===== src/pkg/acs_pkg.sv =====
// shared constants, register map and carrier types of the amplifier control slave
package acs_pkg;

	// ----------------------------------------------------------------
	// timing
	// ----------------------------------------------------------------
	localparam int CLK_HZ = 25_000_000;
	localparam int BUS_MAX_BPS = 400_000;
	localparam int BIT_CYCLES = CLK_HZ / BUS_MAX_BPS;

	// ----------------------------------------------------------------
	// framing
	// ----------------------------------------------------------------
	localparam logic [4:0] ADDR_FIXED = 5'h1B;
	localparam logic [3:0] BYTE_BITS = 4'h8;
	localparam logic [3:0] CNT_ZERO = 4'h0;
	localparam logic [3:0] CNT_ONE = 4'h1;
	localparam logic [7:0] PTR_STEP = 8'h01;
	localparam logic [7:0] BYTE_ZERO = 8'h00;
	localparam logic [7:0] CTRL_RST = 8'h00;

	// ----------------------------------------------------------------
	// register offsets
	// ----------------------------------------------------------------
	localparam logic [7:0] REG_LATCHED_FAULT_GLOBAL = 8'h00;
	localparam logic [7:0] REG_LATCHED_FAULT_PER_CHANNEL = 8'h01;
	localparam logic [7:0] REG_LATCHED_LOAD_DIAG_A = 8'h02;
	localparam logic [7:0] REG_LATCHED_LOAD_DIAG_B = 8'h03;
	localparam logic [7:0] REG_TEMP_VOLTAGE_STATUS = 8'h04;
	localparam logic [7:0] REG_OUTPUT_STATE_STATUS = 8'h05;
	localparam logic [7:0] REG_MUTE_PLAY_STATUS = 8'h06;
	localparam logic [7:0] REG_LOAD_DIAG_STATUS = 8'h07;
	localparam logic [7:0] REG_CHANNEL_GAIN_CTRL = 8'h08;
	localparam logic [7:0] REG_OVERCURRENT_CTRL = 8'h09;
	localparam logic [7:0] REG_SWITCH_FREQ_CLIP_CTRL = 8'h0A;
	localparam logic [7:0] REG_DIAG_MASTER_CTRL = 8'h0B;
	localparam logic [7:0] REG_OUTPUT_STATE_CTRL_A = 8'h0C;
	localparam logic [7:0] REG_OUTPUT_STATE_CTRL_B = 8'h0D;
	localparam logic [7:0] REG_DC_DETECT_THRESHOLD_CTRL = 8'h10;
	localparam logic [7:0] REG_THERMAL_SHUTDOWN_FOLDBACK_STATUS = 8'h13;

	// ----------------------------------------------------------------
	// carriers
	// ----------------------------------------------------------------
	typedef struct packed {
		logic [7:0] latched_fault_global;
		logic [7:0] latched_fault_per_channel;
		logic [7:0] latched_load_diag_a;
		logic [7:0] latched_load_diag_b;
		logic [7:0] temp_voltage_status;
		logic [7:0] output_state_status;
		logic [7:0] mute_play_status;
		logic [7:0] load_diag_status;
		logic [7:0] thermal_shutdown_foldback_status;
	} acs_status_t;

	typedef struct packed {
		logic [7:0] channel_gain_ctrl;
		logic [7:0] overcurrent_ctrl;
		logic [7:0] switch_freq_clip_ctrl;
		logic [7:0] diag_master_ctrl;
		logic [7:0] output_state_ctrl_a;
		logic [7:0] output_state_ctrl_b;
		logic [7:0] dc_detect_threshold_ctrl;
	} acs_ctrl_t;

	typedef enum logic [3:0] {
		ST_IDLE, ST_ADDR, ST_ADDR_ACK, ST_SUB, ST_SUB_ACK,
		ST_WDATA, ST_WACK, ST_RDATA, ST_RACK, ST_IGNORE
	} acs_state_t;

endpackage


===== src/core/acs_i2c_slave.sv =====
// two-wire register slave for the four-channel amplifier control block
`timescale 1ns/1ps
// What this block does
// - works at bus rates up to 400 kbps
// - slave only, never drives the clock
// - bytes are eight bits, msb first
// - receiver acknowledges each byte in ninth clock
// - sda fall/rise with scl high: start/stop
// - sda changes only while scl is low
// - ack holds sda low whole high phase
// - address 11011 plus two select-pin bits
// - direction 0 writes, 1 reads
// - no byte count limit per transfer
// - write: address, subaddress, data, each acked
// - each byte written to a control offset stored, pointer increments
// - read: subaddress write, restart, read address
// - master nacks last byte; pointer increments
// - 0x00-0x07 and 0x13 are read-only status
// - 0x08-0x0D and 0x10 are read/write control
// - select pin sensed as four levels
module acs_i2c_slave (
	input wire logic sys_clk,
	input wire logic nrst,
	input wire logic scl_in,
	input wire logic sda_in,
	output logic sda_out,
	output logic sda_oe,
	input wire logic [1:0] addr_sel,
	input wire acs_pkg::acs_status_t status_in,
	output acs_pkg::acs_ctrl_t ctrl_out
);

	// ----------------------------------------------------------------
	// state
	// ----------------------------------------------------------------
	acs_pkg::acs_state_t state_r, state_nxt;
	logic scl_q_r, scl_q_nxt;
	logic sda_q_r, sda_q_nxt;
	logic [3:0] cnt_r, cnt_nxt;
	logic [7:0] shift_r, shift_nxt;
	logic [7:0] tx_r, tx_nxt;
	logic [7:0] ptr_r, ptr_nxt;
	logic mack_r, mack_nxt;
	logic sda_oe_r, sda_oe_nxt;
	logic sda_out_r, sda_out_nxt;
	acs_pkg::acs_ctrl_t ctrl_r, ctrl_nxt;

	logic scl_rise, scl_fall, start_det, stop_det;
	logic addr_match, wr_en;
	logic [7:0] rd_byte;

	assign sda_out = sda_out_r;
	assign sda_oe = sda_oe_r;
	assign ctrl_out = ctrl_r;

	// ----------------------------------------------------------------
	// bus conditions
	// ----------------------------------------------------------------
	// one sample stage is enough: inputs already arrive synchronous,
	// and 400 kbps leaves about sixty system clocks per bit
	assign scl_rise = scl_in & ~scl_q_r;
	assign scl_fall = ~scl_in & scl_q_r;
	assign start_det = scl_in & scl_q_r & sda_q_r & ~sda_in;
	assign stop_det = scl_in & scl_q_r & ~sda_q_r & sda_in;

	// the select pin level is resolved to two bits by the analog sensor
	assign addr_match = (shift_r[7:1] == {acs_pkg::ADDR_FIXED, addr_sel});

	assign wr_en = (state_r == acs_pkg::ST_WDATA) & scl_fall
		& (cnt_r == acs_pkg::BYTE_BITS);

	// ----------------------------------------------------------------
	// read mux
	// ----------------------------------------------------------------
	always_comb begin
		case (ptr_r)
			acs_pkg::REG_LATCHED_FAULT_GLOBAL: rd_byte = status_in.latched_fault_global;
			acs_pkg::REG_LATCHED_FAULT_PER_CHANNEL: begin
				rd_byte = status_in.latched_fault_per_channel;
			end
			acs_pkg::REG_LATCHED_LOAD_DIAG_A: rd_byte = status_in.latched_load_diag_a;
			acs_pkg::REG_LATCHED_LOAD_DIAG_B: rd_byte = status_in.latched_load_diag_b;
			acs_pkg::REG_TEMP_VOLTAGE_STATUS: rd_byte = status_in.temp_voltage_status;
			acs_pkg::REG_OUTPUT_STATE_STATUS: rd_byte = status_in.output_state_status;
			acs_pkg::REG_MUTE_PLAY_STATUS: rd_byte = status_in.mute_play_status;
			acs_pkg::REG_LOAD_DIAG_STATUS: rd_byte = status_in.load_diag_status;
			acs_pkg::REG_THERMAL_SHUTDOWN_FOLDBACK_STATUS: begin
				rd_byte = status_in.thermal_shutdown_foldback_status;
			end
			acs_pkg::REG_CHANNEL_GAIN_CTRL: rd_byte = ctrl_r.channel_gain_ctrl;
			acs_pkg::REG_OVERCURRENT_CTRL: rd_byte = ctrl_r.overcurrent_ctrl;
			acs_pkg::REG_SWITCH_FREQ_CLIP_CTRL: rd_byte = ctrl_r.switch_freq_clip_ctrl;
			acs_pkg::REG_DIAG_MASTER_CTRL: rd_byte = ctrl_r.diag_master_ctrl;
			acs_pkg::REG_OUTPUT_STATE_CTRL_A: rd_byte = ctrl_r.output_state_ctrl_a;
			acs_pkg::REG_OUTPUT_STATE_CTRL_B: rd_byte = ctrl_r.output_state_ctrl_b;
			acs_pkg::REG_DC_DETECT_THRESHOLD_CTRL: begin
				rd_byte = ctrl_r.dc_detect_threshold_ctrl;
			end
			default: rd_byte = acs_pkg::BYTE_ZERO;
		endcase
	end

	// ----------------------------------------------------------------
	// control register writes
	// ----------------------------------------------------------------
	always_comb begin
		ctrl_nxt = ctrl_r;
		if (wr_en) begin
			// read-only and unused offsets fall through untouched
			case (ptr_r)
				acs_pkg::REG_CHANNEL_GAIN_CTRL: ctrl_nxt.channel_gain_ctrl = shift_r;
				acs_pkg::REG_OVERCURRENT_CTRL: ctrl_nxt.overcurrent_ctrl = shift_r;
				acs_pkg::REG_SWITCH_FREQ_CLIP_CTRL: begin
					ctrl_nxt.switch_freq_clip_ctrl = shift_r;
				end
				acs_pkg::REG_DIAG_MASTER_CTRL: ctrl_nxt.diag_master_ctrl = shift_r;
				acs_pkg::REG_OUTPUT_STATE_CTRL_A: ctrl_nxt.output_state_ctrl_a = shift_r;
				acs_pkg::REG_OUTPUT_STATE_CTRL_B: ctrl_nxt.output_state_ctrl_b = shift_r;
				acs_pkg::REG_DC_DETECT_THRESHOLD_CTRL: begin
					ctrl_nxt.dc_detect_threshold_ctrl = shift_r;
				end
				default: ctrl_nxt = ctrl_r;
			endcase
		end
	end

	// ----------------------------------------------------------------
	// protocol engine
	// ----------------------------------------------------------------
	// sda only ever moves on a detected scl fall, so the line is stable
	// through every high phase; the clock pin is never driven at all
	always_comb begin
		state_nxt = state_r;
		scl_q_nxt = scl_in;
		sda_q_nxt = sda_in;
		cnt_nxt = cnt_r;
		shift_nxt = shift_r;
		tx_nxt = tx_r;
		ptr_nxt = ptr_r;
		mack_nxt = mack_r;
		sda_oe_nxt = sda_oe_r;
		sda_out_nxt = 1'b0;
		if (start_det) begin
			// a repeated start keeps the pointer for the read phase
			state_nxt = acs_pkg::ST_ADDR;
			cnt_nxt = acs_pkg::CNT_ZERO;
			sda_oe_nxt = 1'b0;
		end else if (stop_det) begin
			state_nxt = acs_pkg::ST_IDLE;
			sda_oe_nxt = 1'b0;
		end else begin
			case (state_r)
				acs_pkg::ST_ADDR, acs_pkg::ST_SUB, acs_pkg::ST_WDATA: begin
					if (scl_rise) begin
						shift_nxt = {shift_r[6:0], sda_in};
						cnt_nxt = cnt_r + acs_pkg::CNT_ONE;
					end else if (scl_fall && cnt_r == acs_pkg::BYTE_BITS) begin
						cnt_nxt = acs_pkg::CNT_ZERO;
						sda_oe_nxt = 1'b1;
						if (state_r == acs_pkg::ST_ADDR) begin
							if (addr_match) begin
								state_nxt = acs_pkg::ST_ADDR_ACK;
							end else begin
								state_nxt = acs_pkg::ST_IGNORE;
								sda_oe_nxt = 1'b0;
							end
						end else if (state_r == acs_pkg::ST_SUB) begin
							ptr_nxt = shift_r;
							state_nxt = acs_pkg::ST_SUB_ACK;
						end else begin
							ptr_nxt = ptr_r + acs_pkg::PTR_STEP;
							state_nxt = acs_pkg::ST_WACK;
						end
					end
				end
				acs_pkg::ST_ADDR_ACK: begin
					if (scl_fall) begin
						if (shift_r[0]) begin
							tx_nxt = rd_byte;
							sda_oe_nxt = ~rd_byte[7];
							cnt_nxt = acs_pkg::CNT_ONE;
							state_nxt = acs_pkg::ST_RDATA;
						end else begin
							sda_oe_nxt = 1'b0;
							state_nxt = acs_pkg::ST_SUB;
						end
					end
				end
				acs_pkg::ST_SUB_ACK, acs_pkg::ST_WACK: begin
					if (scl_fall) begin
						sda_oe_nxt = 1'b0;
						state_nxt = acs_pkg::ST_WDATA;
					end
				end
				acs_pkg::ST_RDATA: begin
					if (scl_fall) begin
						if (cnt_r == acs_pkg::BYTE_BITS) begin
							sda_oe_nxt = 1'b0;
							ptr_nxt = ptr_r + acs_pkg::PTR_STEP;
							state_nxt = acs_pkg::ST_RACK;
						end else begin
							tx_nxt = {tx_r[6:0], 1'b0};
							sda_oe_nxt = ~tx_r[6];
							cnt_nxt = cnt_r + acs_pkg::CNT_ONE;
						end
					end
				end
				acs_pkg::ST_RACK: begin
					if (scl_rise) begin
						mack_nxt = ~sda_in;
					end else if (scl_fall) begin
						if (mack_r) begin
							tx_nxt = rd_byte;
							sda_oe_nxt = ~rd_byte[7];
							cnt_nxt = acs_pkg::CNT_ONE;
							state_nxt = acs_pkg::ST_RDATA;
						end else begin
							state_nxt = acs_pkg::ST_IGNORE;
						end
					end
				end
				acs_pkg::ST_IDLE, acs_pkg::ST_IGNORE: begin
					sda_oe_nxt = 1'b0;
				end
				default: begin
					state_nxt = acs_pkg::ST_IDLE;
					sda_oe_nxt = 1'b0;
				end
			endcase
		end
	end

	always_ff @(posedge sys_clk or negedge nrst) begin
		if (!nrst) begin
			state_r <= acs_pkg::ST_IDLE;
			scl_q_r <= 1'b1;
			sda_q_r <= 1'b1;
			cnt_r <= acs_pkg::CNT_ZERO;
			shift_r <= acs_pkg::BYTE_ZERO;
			tx_r <= acs_pkg::BYTE_ZERO;
			ptr_r <= acs_pkg::BYTE_ZERO;
			mack_r <= 1'b0;
			sda_oe_r <= 1'b0;
			sda_out_r <= 1'b0;
			ctrl_r <= {7{acs_pkg::CTRL_RST}};
		end else begin
			state_r <= state_nxt;
			scl_q_r <= scl_q_nxt;
			sda_q_r <= sda_q_nxt;
			cnt_r <= cnt_nxt;
			shift_r <= shift_nxt;
			tx_r <= tx_nxt;
			ptr_r <= ptr_nxt;
			mack_r <= mack_nxt;
			sda_oe_r <= sda_oe_nxt;
			sda_out_r <= sda_out_nxt;
			ctrl_r <= ctrl_nxt;
		end
	end

	// ----------------------------------------------------------------
	// assertions
	// ----------------------------------------------------------------
	a_ack_whole_high: assert property (
		@(posedge sys_clk) disable iff (!nrst)
		(state_r == acs_pkg::ST_ADDR_ACK || state_r == acs_pkg::ST_SUB_ACK
			|| state_r == acs_pkg::ST_WACK) && scl_q_r |-> sda_oe_r)
		else $error("ack released during clock high");

	a_sda_stable_high: assert property (
		@(posedge sys_clk) disable iff (!nrst)
		scl_q_r && $past(scl_q_r) |-> $stable(sda_oe_r))
		else $error("sda drive changed while scl high");

	a_nomatch_silent: assert property (
		@(posedge sys_clk) disable iff (!nrst)
		state_r == acs_pkg::ST_ADDR && scl_fall && cnt_r == acs_pkg::BYTE_BITS
			&& !addr_match && !start_det && !stop_det
		|=> state_r == acs_pkg::ST_IGNORE && !sda_oe_r)
		else $error("foreign address acknowledged");

	a_match_acks: assert property (
		@(posedge sys_clk) disable iff (!nrst)
		state_r == acs_pkg::ST_ADDR && scl_fall && cnt_r == acs_pkg::BYTE_BITS
			&& addr_match && !start_det && !stop_det
		|=> state_r == acs_pkg::ST_ADDR_ACK ##1 sda_oe_r)
		else $error("own address not acknowledged");

	a_write_ptr_step: assert property (
		@(posedge sys_clk) disable iff (!nrst)
		wr_en && !start_det && !stop_det
		|=> ptr_r == $past(ptr_r) + acs_pkg::PTR_STEP && sda_oe_r)
		else $error("pointer not advanced after write");

	a_ro_unchanged: assert property (
		@(posedge sys_clk) disable iff (!nrst)
		!wr_en || ptr_r < acs_pkg::REG_CHANNEL_GAIN_CTRL
		|=> ctrl_r == $past(ctrl_r))
		else $error("control changed without legal write");

	a_write_lands: assert property (
		@(posedge sys_clk) disable iff (!nrst)
		wr_en && ptr_r == acs_pkg::REG_CHANNEL_GAIN_CTRL
		|=> ctrl_r.channel_gain_ctrl == $past(shift_r))
		else $error("gain byte not stored");

	a_start_restarts: assert property (
		@(posedge sys_clk) disable iff (!nrst)
		start_det |=> state_r == acs_pkg::ST_ADDR && !sda_oe_r
			&& cnt_r == acs_pkg::CNT_ZERO)
		else $error("start not honoured");

	a_stop_idles: assert property (
		@(posedge sys_clk) disable iff (!nrst)
		stop_det |=> state_r == acs_pkg::ST_IDLE && !sda_oe_r)
		else $error("stop not honoured");

	a_read_msb_out: assert property (
		@(posedge sys_clk) disable iff (!nrst)
		state_r == acs_pkg::ST_RDATA && scl_rise |-> sda_oe_r == ~tx_r[7])
		else $error("read bit does not match msb");

	a_read_ptr_step: assert property (
		@(posedge sys_clk) disable iff (!nrst)
		state_r == acs_pkg::ST_RDATA && scl_fall && cnt_r == acs_pkg::BYTE_BITS
			&& !start_det && !stop_det
		|=> state_r == acs_pkg::ST_RACK && !sda_oe_r
			&& ptr_r == $past(ptr_r) + acs_pkg::PTR_STEP)
		else $error("read byte end mishandled");

	a_never_drive_high: assert property (
		@(posedge sys_clk) disable iff (!nrst)
		!sda_out_r)
		else $error("sda driven high");

	a_sub_sets_ptr: assert property (
		@(posedge sys_clk) disable iff (!nrst)
		state_r == acs_pkg::ST_SUB && scl_fall && cnt_r == acs_pkg::BYTE_BITS
		|=> state_r == acs_pkg::ST_SUB_ACK && sda_oe_r && ptr_r == $past(shift_r))
		else $error("subaddress not taken as pointer");

	a_ack_then_free: assert property (
		@(posedge sys_clk) disable iff (!nrst)
		(state_r == acs_pkg::ST_SUB_ACK || state_r == acs_pkg::ST_WACK) && scl_fall
		|=> state_r == acs_pkg::ST_WDATA && !sda_oe_r)
		else $error("ack not released after ninth clock");

	a_read_first_bit: assert property (
		@(posedge sys_clk) disable iff (!nrst)
		state_r == acs_pkg::ST_ADDR_ACK && scl_fall && shift_r[0]
		|=> state_r == acs_pkg::ST_RDATA && cnt_r == acs_pkg::CNT_ONE
			&& tx_r == $past(rd_byte) && sda_oe_r == ~tx_r[7])
		else $error("first read bit not driven");

	a_nack_ends_read: assert property (
		@(posedge sys_clk) disable iff (!nrst)
		state_r == acs_pkg::ST_RACK && scl_fall && !mack_r
		|=> state_r == acs_pkg::ST_IGNORE && !sda_oe_r)
		else $error("read went on after nack");

	a_ro_write_none: assert property (
		@(posedge sys_clk) disable iff (!nrst)
		wr_en && (ptr_r < acs_pkg::REG_CHANNEL_GAIN_CTRL
			|| (ptr_r > acs_pkg::REG_OUTPUT_STATE_CTRL_B
			&& ptr_r != acs_pkg::REG_DC_DETECT_THRESHOLD_CTRL))
		|=> ctrl_r == $past(ctrl_r))
		else $error("write to read-only place took effect");

	a_oe_after_fall: assert property (
		@(posedge sys_clk) disable iff (!nrst)
		$changed(sda_oe_r) && !$past(start_det) && !$past(stop_det) |-> $past(scl_fall))
		else $error("sda drive moved outside clock low");

endmodule


===== config.mk =====
export PLATFORM = sky130hd
export DESIGN_NAME = acs_i2c_slave
export DESIGN_NICKNAME = d
export VERILOG_FILES = /design/src/pkg/acs_pkg.sv /design/src/core/acs_i2c_slave.sv
export SDC_FILE = /design/constraint.sdc
export NUM_CORES = 1
export LEC_CHECK = 0
export ABC_CLOCK_PERIOD_IN_PS = 2600
export BUFFER_PORTS_ARGS = -buffer_cell sky130_fd_sc_hd__buf_2
export CAP_MARGIN = 10
export CELL_PAD_IN_SITES_DETAIL_PLACEMENT = 1
export CELL_PAD_IN_SITES_GLOBAL_PLACEMENT = 1
export CORE_UTILIZATION = 41
export CTS_CLUSTER_DIAMETER = 100
export DETAILED_ROUTE_END_ITERATION = 10
export PLACE_DENSITY_LB_ADDON = 0.1
export RECOVER_POWER = 100
export SLEW_MARGIN = 20
export SYNTH_ARGS = -nofsm -noshare
export SYNTH_HDL_FRONTEND = slang
export SYNTH_SLANG_ARGS = --single-unit

===== constraint.sdc =====
create_clock -name sys_clk -period 2.6 [get_ports sys_clk]
set_clock_uncertainty 0.05 [all_clocks]
set_input_delay 0 -clock sys_clk [delete_from_list [all_inputs] [get_ports sys_clk]]
set_output_delay 0 -clock sys_clk [all_outputs]
set_load 0.02 [all_outputs]

==> results.cfg, run 1 <==
[synth]
ys_seq_area_share_pct = 42.5
syn-num-nets = 624
yosys_warnings = 0
synth_top_family_by_area = compound AO/OA/AOI/OAI gates
synth_mux_area_share_pct = 16.6
synth-async-reset-ratio_pct = 100
synth_xor_xnor_area_share_pct = 0.654
synth-compound-area-share_pct = 20.1
mappedNetlistArea_um2 = 5360
yosys.area.top_type = dfrtp_1
synth-adder-area-share_pct = 1.40
synth_cell_types = 65
synth_edf_count = 0
ys_top_cells_by_area = dfrtp_1 42%, mux2_2 7.4%, mux2_1 7.1%, a21oi_1 3.0%, nand2_1 2.9%
synth_top_area_share_pct = 41.5
predominant_post_synthesis_flop_cell = dfrtp_1
synth-seq-cells = 91
synth_area_in_simple_gates_pct = 14.7
syn_avg_cell_area_um2 = 9.93
count_leader_synth = dfrtp_1
synthesis.instances = 540
post_synth_most_frequent_cells = 89 x dfrtp_1, 42 x nand2_1, 35 x mux2_2, 34 x mux2_1, 32 x a21oi_1

[clock_network]
clock_path_buffers = 2
cts_root_buffer = clkbuf_16
htree_levels = 3
cts_setup_buffers = 0
insertion_delay_ns = 0.36
cts.clk_slew.worst_paths_ns = 0.07
tritoncts.num_buffers = 9
tritoncts = built
clock_sink_count = 91

[global_route]
grt_pass1_wl_um = 30500
globalRoute.totalOverflow = 0
grt_start_max_net_pins = 54
first_global_vias = 5254
grt_use_total_pct = 30.9
antenna_found_initial = 0

[sta]
period_needed_ns = 2.54
timing_hold_violations_final = 0
timing.setup.tns_ns = 0
finalCritPeriodShare_pct = 97.8
slew_headroom_pct = 7.88
worst_slew_pin_slew_ns = 1.38
layout_setup_ws_ns = 0.0570
fmax_mhz = 393
final_max_slew_viol_count = 0
setup_viol = 0

[power]
ir_drop_worst_case_vdd_uv = 448
leakagePower_nw = 3.03
pwr_density_cell_nw_per_um2 = 491

[layout]
diodes = 0
num-fill-cells = 1501
fraction_of_layout_instances_using_a_drive_strength_above_1_pct = 25.2
final_core_utilization_pct = 52.2
finalNetCount = 765
syn2layout_area_growth_pct = 23.5
register_area_um2 = 2280
multiInputGateArea_um2 = 2860
fin_area_um2 = 6620

[place]
worst_slack_at_placement_ns = 0.135
gp_congestion = 0.862
numPortBuffers = 134
dp_hpwl_um = 14600
post_dp_cell_area_um2 = 6390

[routing]
avgRoutedWirePerCell_um = 23.3
count_of_antenna_violating_nets_left_after_detailed_routing = 0
routed_wl_um = 20000
detail_route.first_pass.iterations = 5
via_count = 5204
routed_via_density = 6.07
route.detailed.drc = 0
dr.first_iter.drc_count = 407

[floorplan]
initial_utilization_pct = 42.3
fp.dieArea_um2 = 13500
floorplan.rows = 41
fp.dieW_um = 116
die-height_um = 116
core_area_um2 = 12700
floorplan.io_pins = 136

[critical_path]
rr_startpoint = ptr_r[5]
crit_path_max_fanout = 8
worstSetupEndpointType = flop
arrival_ns = 2.74
reg2reg_depth = 7
worst-setup-path-type = flop to flop
worst-r2r-setup-slack_ns = 0.06
worst-endpoint-required_ns = 2.79
worstReg2RegEnd = ctrl_out[9]
crit_path_start_kind = flop
worst_setup_path_startpoint = ptr_r[5]

[run]
timing.max_cap.violations = 0

[min_path]
hold-path-cell-count = 5
holdCritStartpoint = status_in[1]
holdCritPathClass = input port to flop
hold_end = tx_r[1]

[run_status]
run_status = completed
critical path, cell delays in order, from the launching register on:
cell and delay, ns:
dfrtp_1 0.42, nor4_1 0.44, clkbuf_2 0.31, and2_0 0.33, nand2_1 0.13, nor2_1 0.17, clkbuf_2 0.21, mux2_2 0.35
cell type report:
type	instances	share of cell area, %
Clock buffer	9	3.40
Sequential cell	91	34.4
Inverter	7	0.397
Clock inverter	7	1.42
Tap cell	172	3.25
Multi-Input combinational cell	399	43.3
Timing Repair Buffer	173	13.8
through the flow:
step           cells  hold slack [ns]  power [mW]
2_1_floorplan    540           -0.346        1.67
3_3_place_gp     839           0.0494        1.83
3_5_place_dp     839           0.0497        1.85
4_1_cts          858           0.0687        3.27
5_1_grt          858            0.140        3.35
6_report         858           0.0800        3.25
power by group:
part | switching, mW | leakage [nW] | total, mW | internal (mW)
registers | 0.0598 | 1.26 | 1.52 | 1.46
clock network | 0.650 | 0.153 | 1.42 | 0.773
logic | 0.173 | 1.62 | 0.306 | 0.133
sequential cells by signal (all words and copies together), names as in the netlist:
name	cells
state_r	4
sda_oe	1
ptr_r	8
mack_r	1
scl_q_r	1
cnt_r	4
tx_r	7
sda_q_r	1
shift_r	8
ctrl_out	56
repair_timing:
action | CTS | global route
endpoints found under the setup margin | 0 | 7
hold buffers | 3 | 0
gates resized for setup | 0 | 3
hold endpoints to repair | 54 | 0
layer usage:
metal  routed length [um]  up-vias  global-route usage [%]
met2                 9790      184                    50.3
met5                    0        -                       0
met3                  992       48                    4.26
met1                 8590     2656                    41.2
met4                  629        0                    12.9
li1                     -     2316                       -
worst max path at each step:
stage | end | slack (ns) | cells after the start
after CTS | tx_r[5] | 0.08 | 9
after floorplan | ctrl_out[7] | 0.45 | 8
after global routing | tx_r[4] | -0.01 | 8
after detailed placement | tx_r[3] | 0.13 | 6
final | ctrl_out[9] | 0.06 | 7
after global placement | tx_r[2] | 0.18 | 6
placed cells by master (no fill, tap or decap), drive strengths merged, types with 8 or more instances in the layout:
cell    Yosys  final
a21oi      32     32
a222oi      9      9
a22o       11     11
a22oi      20     20
and3        8      8
buf        16    104
clkbuf     27     75
dfrtp      89     89
inv         7     10
mux2       69     69
mux2i       9      9
nand2      46     46
nand3      26     26
nor2       31     31
nor2b       9      9
o21ai      22     22
o22ai      19     19
cell families after synthesis:
group / Yosys count
AO/OA/AOI/OAI: 156
buffers and inverters: 50
multiplexers: 79
adder cells (fa/ha/maj): 6
flip-flops: 91
XOR/XNOR: 4
AND/OR/NAND/NOR: 153
other: 1
Power figures use the tool's default switching activity.
==> run 2, diff against run 1 <==
==> config.mk (replaced) <==
export PLATFORM = sky130hd
export DESIGN_NAME = acs_i2c_slave
export DESIGN_NICKNAME = d
export VERILOG_FILES = /design/src/pkg/acs_pkg.sv /design/src/core/acs_i2c_slave.sv
export SDC_FILE = /design/constraint.sdc
export NUM_CORES = 1
export LEC_CHECK = 0
export ABC_CLOCK_PERIOD_IN_PS = 2650
export BUFFER_PORTS_ARGS = -buffer_cell sky130_fd_sc_hd__buf_2
export CAP_MARGIN = 10
export CORE_UTILIZATION = 30
export CTS_CLUSTER_DIAMETER = 100
export DETAILED_ROUTE_END_ITERATION = 10
export RECOVER_POWER = 100
export SLEW_MARGIN = 20
export SYNTH_ARGS = -nofsm -noshare
export SYNTH_HDL_FRONTEND = slang
export SYNTH_SLANG_ARGS = --single-unit
==> constraint.sdc (replaced) <==
create_clock -name sys_clk -period 2.65 [get_ports sys_clk]
set_clock_uncertainty 0.05 [all_clocks]
set_input_delay 0 -clock sys_clk [delete_from_list [all_inputs] [get_ports sys_clk]]
set_output_delay 0 -clock sys_clk [all_outputs]
set_load 0.02 [all_outputs]
==> run 2 against run 1 <==
Against the previous run: first-iteration DRC count down 2.5%; sequential share of layout area is 0.15 points lower; sequential power decreased by 3%; setup slack improved by 0.11 ns; die area up 36%; critical endpoint is now ctrl_out[23].
==> results.cfg, run 2 (same netlist as run 1, synthesis figures left out) <==
[run_status]
run_status = completed

[sta]
slew_headroom_pct = 0.680
final_max_slew_viol_count = 0
setup_viol = 0
timing.setup.tns_ns = 0
timing_hold_violations_final = 0
fmax_mhz = 403
worst_hold_margin_ns = 0.0537
grt_setup_unrepaired = no
period_needed_ns = 2.48
finalCritPeriodShare_pct = 93.5
worst_slew_pin_slew_ns = 1.49

[min_path]
holdCritPathClass = input port to flop

[global_route]
globalRoute.totalOverflow = 0
grt_use_total_pct = 21.0
grt_pass1_wl_um = 28700
first_global_vias = 4889
grt_start_max_net_pins = 57
antenna_found_initial = 0

[routing]
routed_wl_um = 18400
dr.first_iter.drc_count = 397
route.detailed.drc = 0
count_of_antenna_violating_nets_left_after_detailed_routing = 0
detail_route.first_pass.iterations = 6
via_count = 5037
avgRoutedWirePerCell_um = 20.2
routed_via_density = 5.52

[layout]
final_core_utilization_pct = 38.3
final_common_cell = dfrtp_1
leading_cell_types_in_the_layout_fill_and_taps_excluded = 89 x dfrtp_1, 74 x buf_2, 64 x clkbuf_1, 42 x nand2_1, 35 x mux2_2
syn2layout_area_growth_pct = 24.0
final_cells = 912
diodes = 0
finalNetCount = 766
largest_reg_flops = 56
fin_area_um2 = 6650
fraction_of_layout_instances_using_a_drive_strength_above_1_pct = 25.5

[floorplan]
floorplan.rows = 48
die-height_um = 136
initial_utilization_pct = 30.9
fp.dieW_um = 136
fp.dieArea_um2 = 18400
core_area_um2 = 17400
floorplan.io_pins = 136

[place]
dp_hpwl_um = 13700
post_dp_cell_area_um2 = 6430
placed_cells_incl_taps = 893
gp_congestion = 0.876
numPortBuffers = 134

[clock_network]
htree_levels = 3
clock_sink_count = 91
cts_root_buffer = clkbuf_16
clock_path_buffers = 2
tritoncts.num_buffers = 9
tritoncts = built
cts.clk_slew.worst_paths_ns = 0.07
insertion_delay_ns = 0.36

[critical_path]
crit_path_start_kind = flop
arrival_ns = 2.67
worstSetupEndpointType = flop
worst-setup-path-type = flop to flop
crit_path_max_fanout = 8
worst-endpoint-required_ns = 2.84

[power]
leakagePower_nw = 3.02
ir_drop_worst_case_vdd_uv = 347
pwr_density_cell_nw_per_um2 = 463

[run]
timing.max_cap.violations = 0
run 2: final cells by class:
type,count,area [um^2]
inverters,7,26.3
flip-flops and latches,91,2280
repair buffers,174,896
clock buffers,10,239
clock inverters,6,56.3
multi-input cells,399,2870
fillers,1800,10700
well taps,225,282
run 2: power by group:
group	switching, mW	internal [mW]	leakage (nW)
Sequential	0.0501	1.43	1.26
Combinational	0.165	0.131	1.62
Clock	0.613	0.682	0.143
Total	0.828	2.25	3.02
run 2: critical path, stage by stage, from the launching register on:
cell and delay (ns):
dfrtp_1 0.40, inv_1 0.10, ha_1 0.15, nand3b_1 0.11, nor2_1 0.15, nand4b_1 0.23, or2_2 0.40, nor2_2 0.39
mux2_1 0.38
run 2: path summary, 6_finish.rpt:
check                             start           end  slack, ns  depth (start not counted)
min reg2reg                     tx_r[0]       tx_r[0]       0.46                          2
max                            cnt_r[0]  ctrl_out[23]       0.17                          8
max reg2reg                    cnt_r[0]  ctrl_out[23]       0.17                          8
min                        status_in[5]       tx_r[5]       0.05                          5
max in group asynchronous          nrst        sda_oe       0.71                          3
min in group asynchronous          nrst      cnt_r[3]       0.48                          2
run 2: layer usage:
layer / vias up / wire length (um) / track usage [%]
met4: 0 / 162 / 4.56
met3: 16 / 1290 / 5.54
met1: 2514 / 8480 / 29.0
li1: 2322 / - / -
met5: - / 0 / 0
met2: 185 / 8490 / 32.6
run 2: through the flow:
stage / total power [mW] / setup WS [ns]
floorplan: 1.64 / 0.505
global placement: 1.81 / 0.365
detailed placement: 1.81 / 0.315
CTS: 3.10 / 0.305
global route: 3.20 / 0.0617
finish: 3.08 / 0.171
run 2: repair_timing:
item                       in CTS  in global routing
resized for setup               0                  0
hold buffers                    3                  0
buffers inserted                0                  0
hold endpoints to repair       57                  0
setup endpoints to repair       0                  0
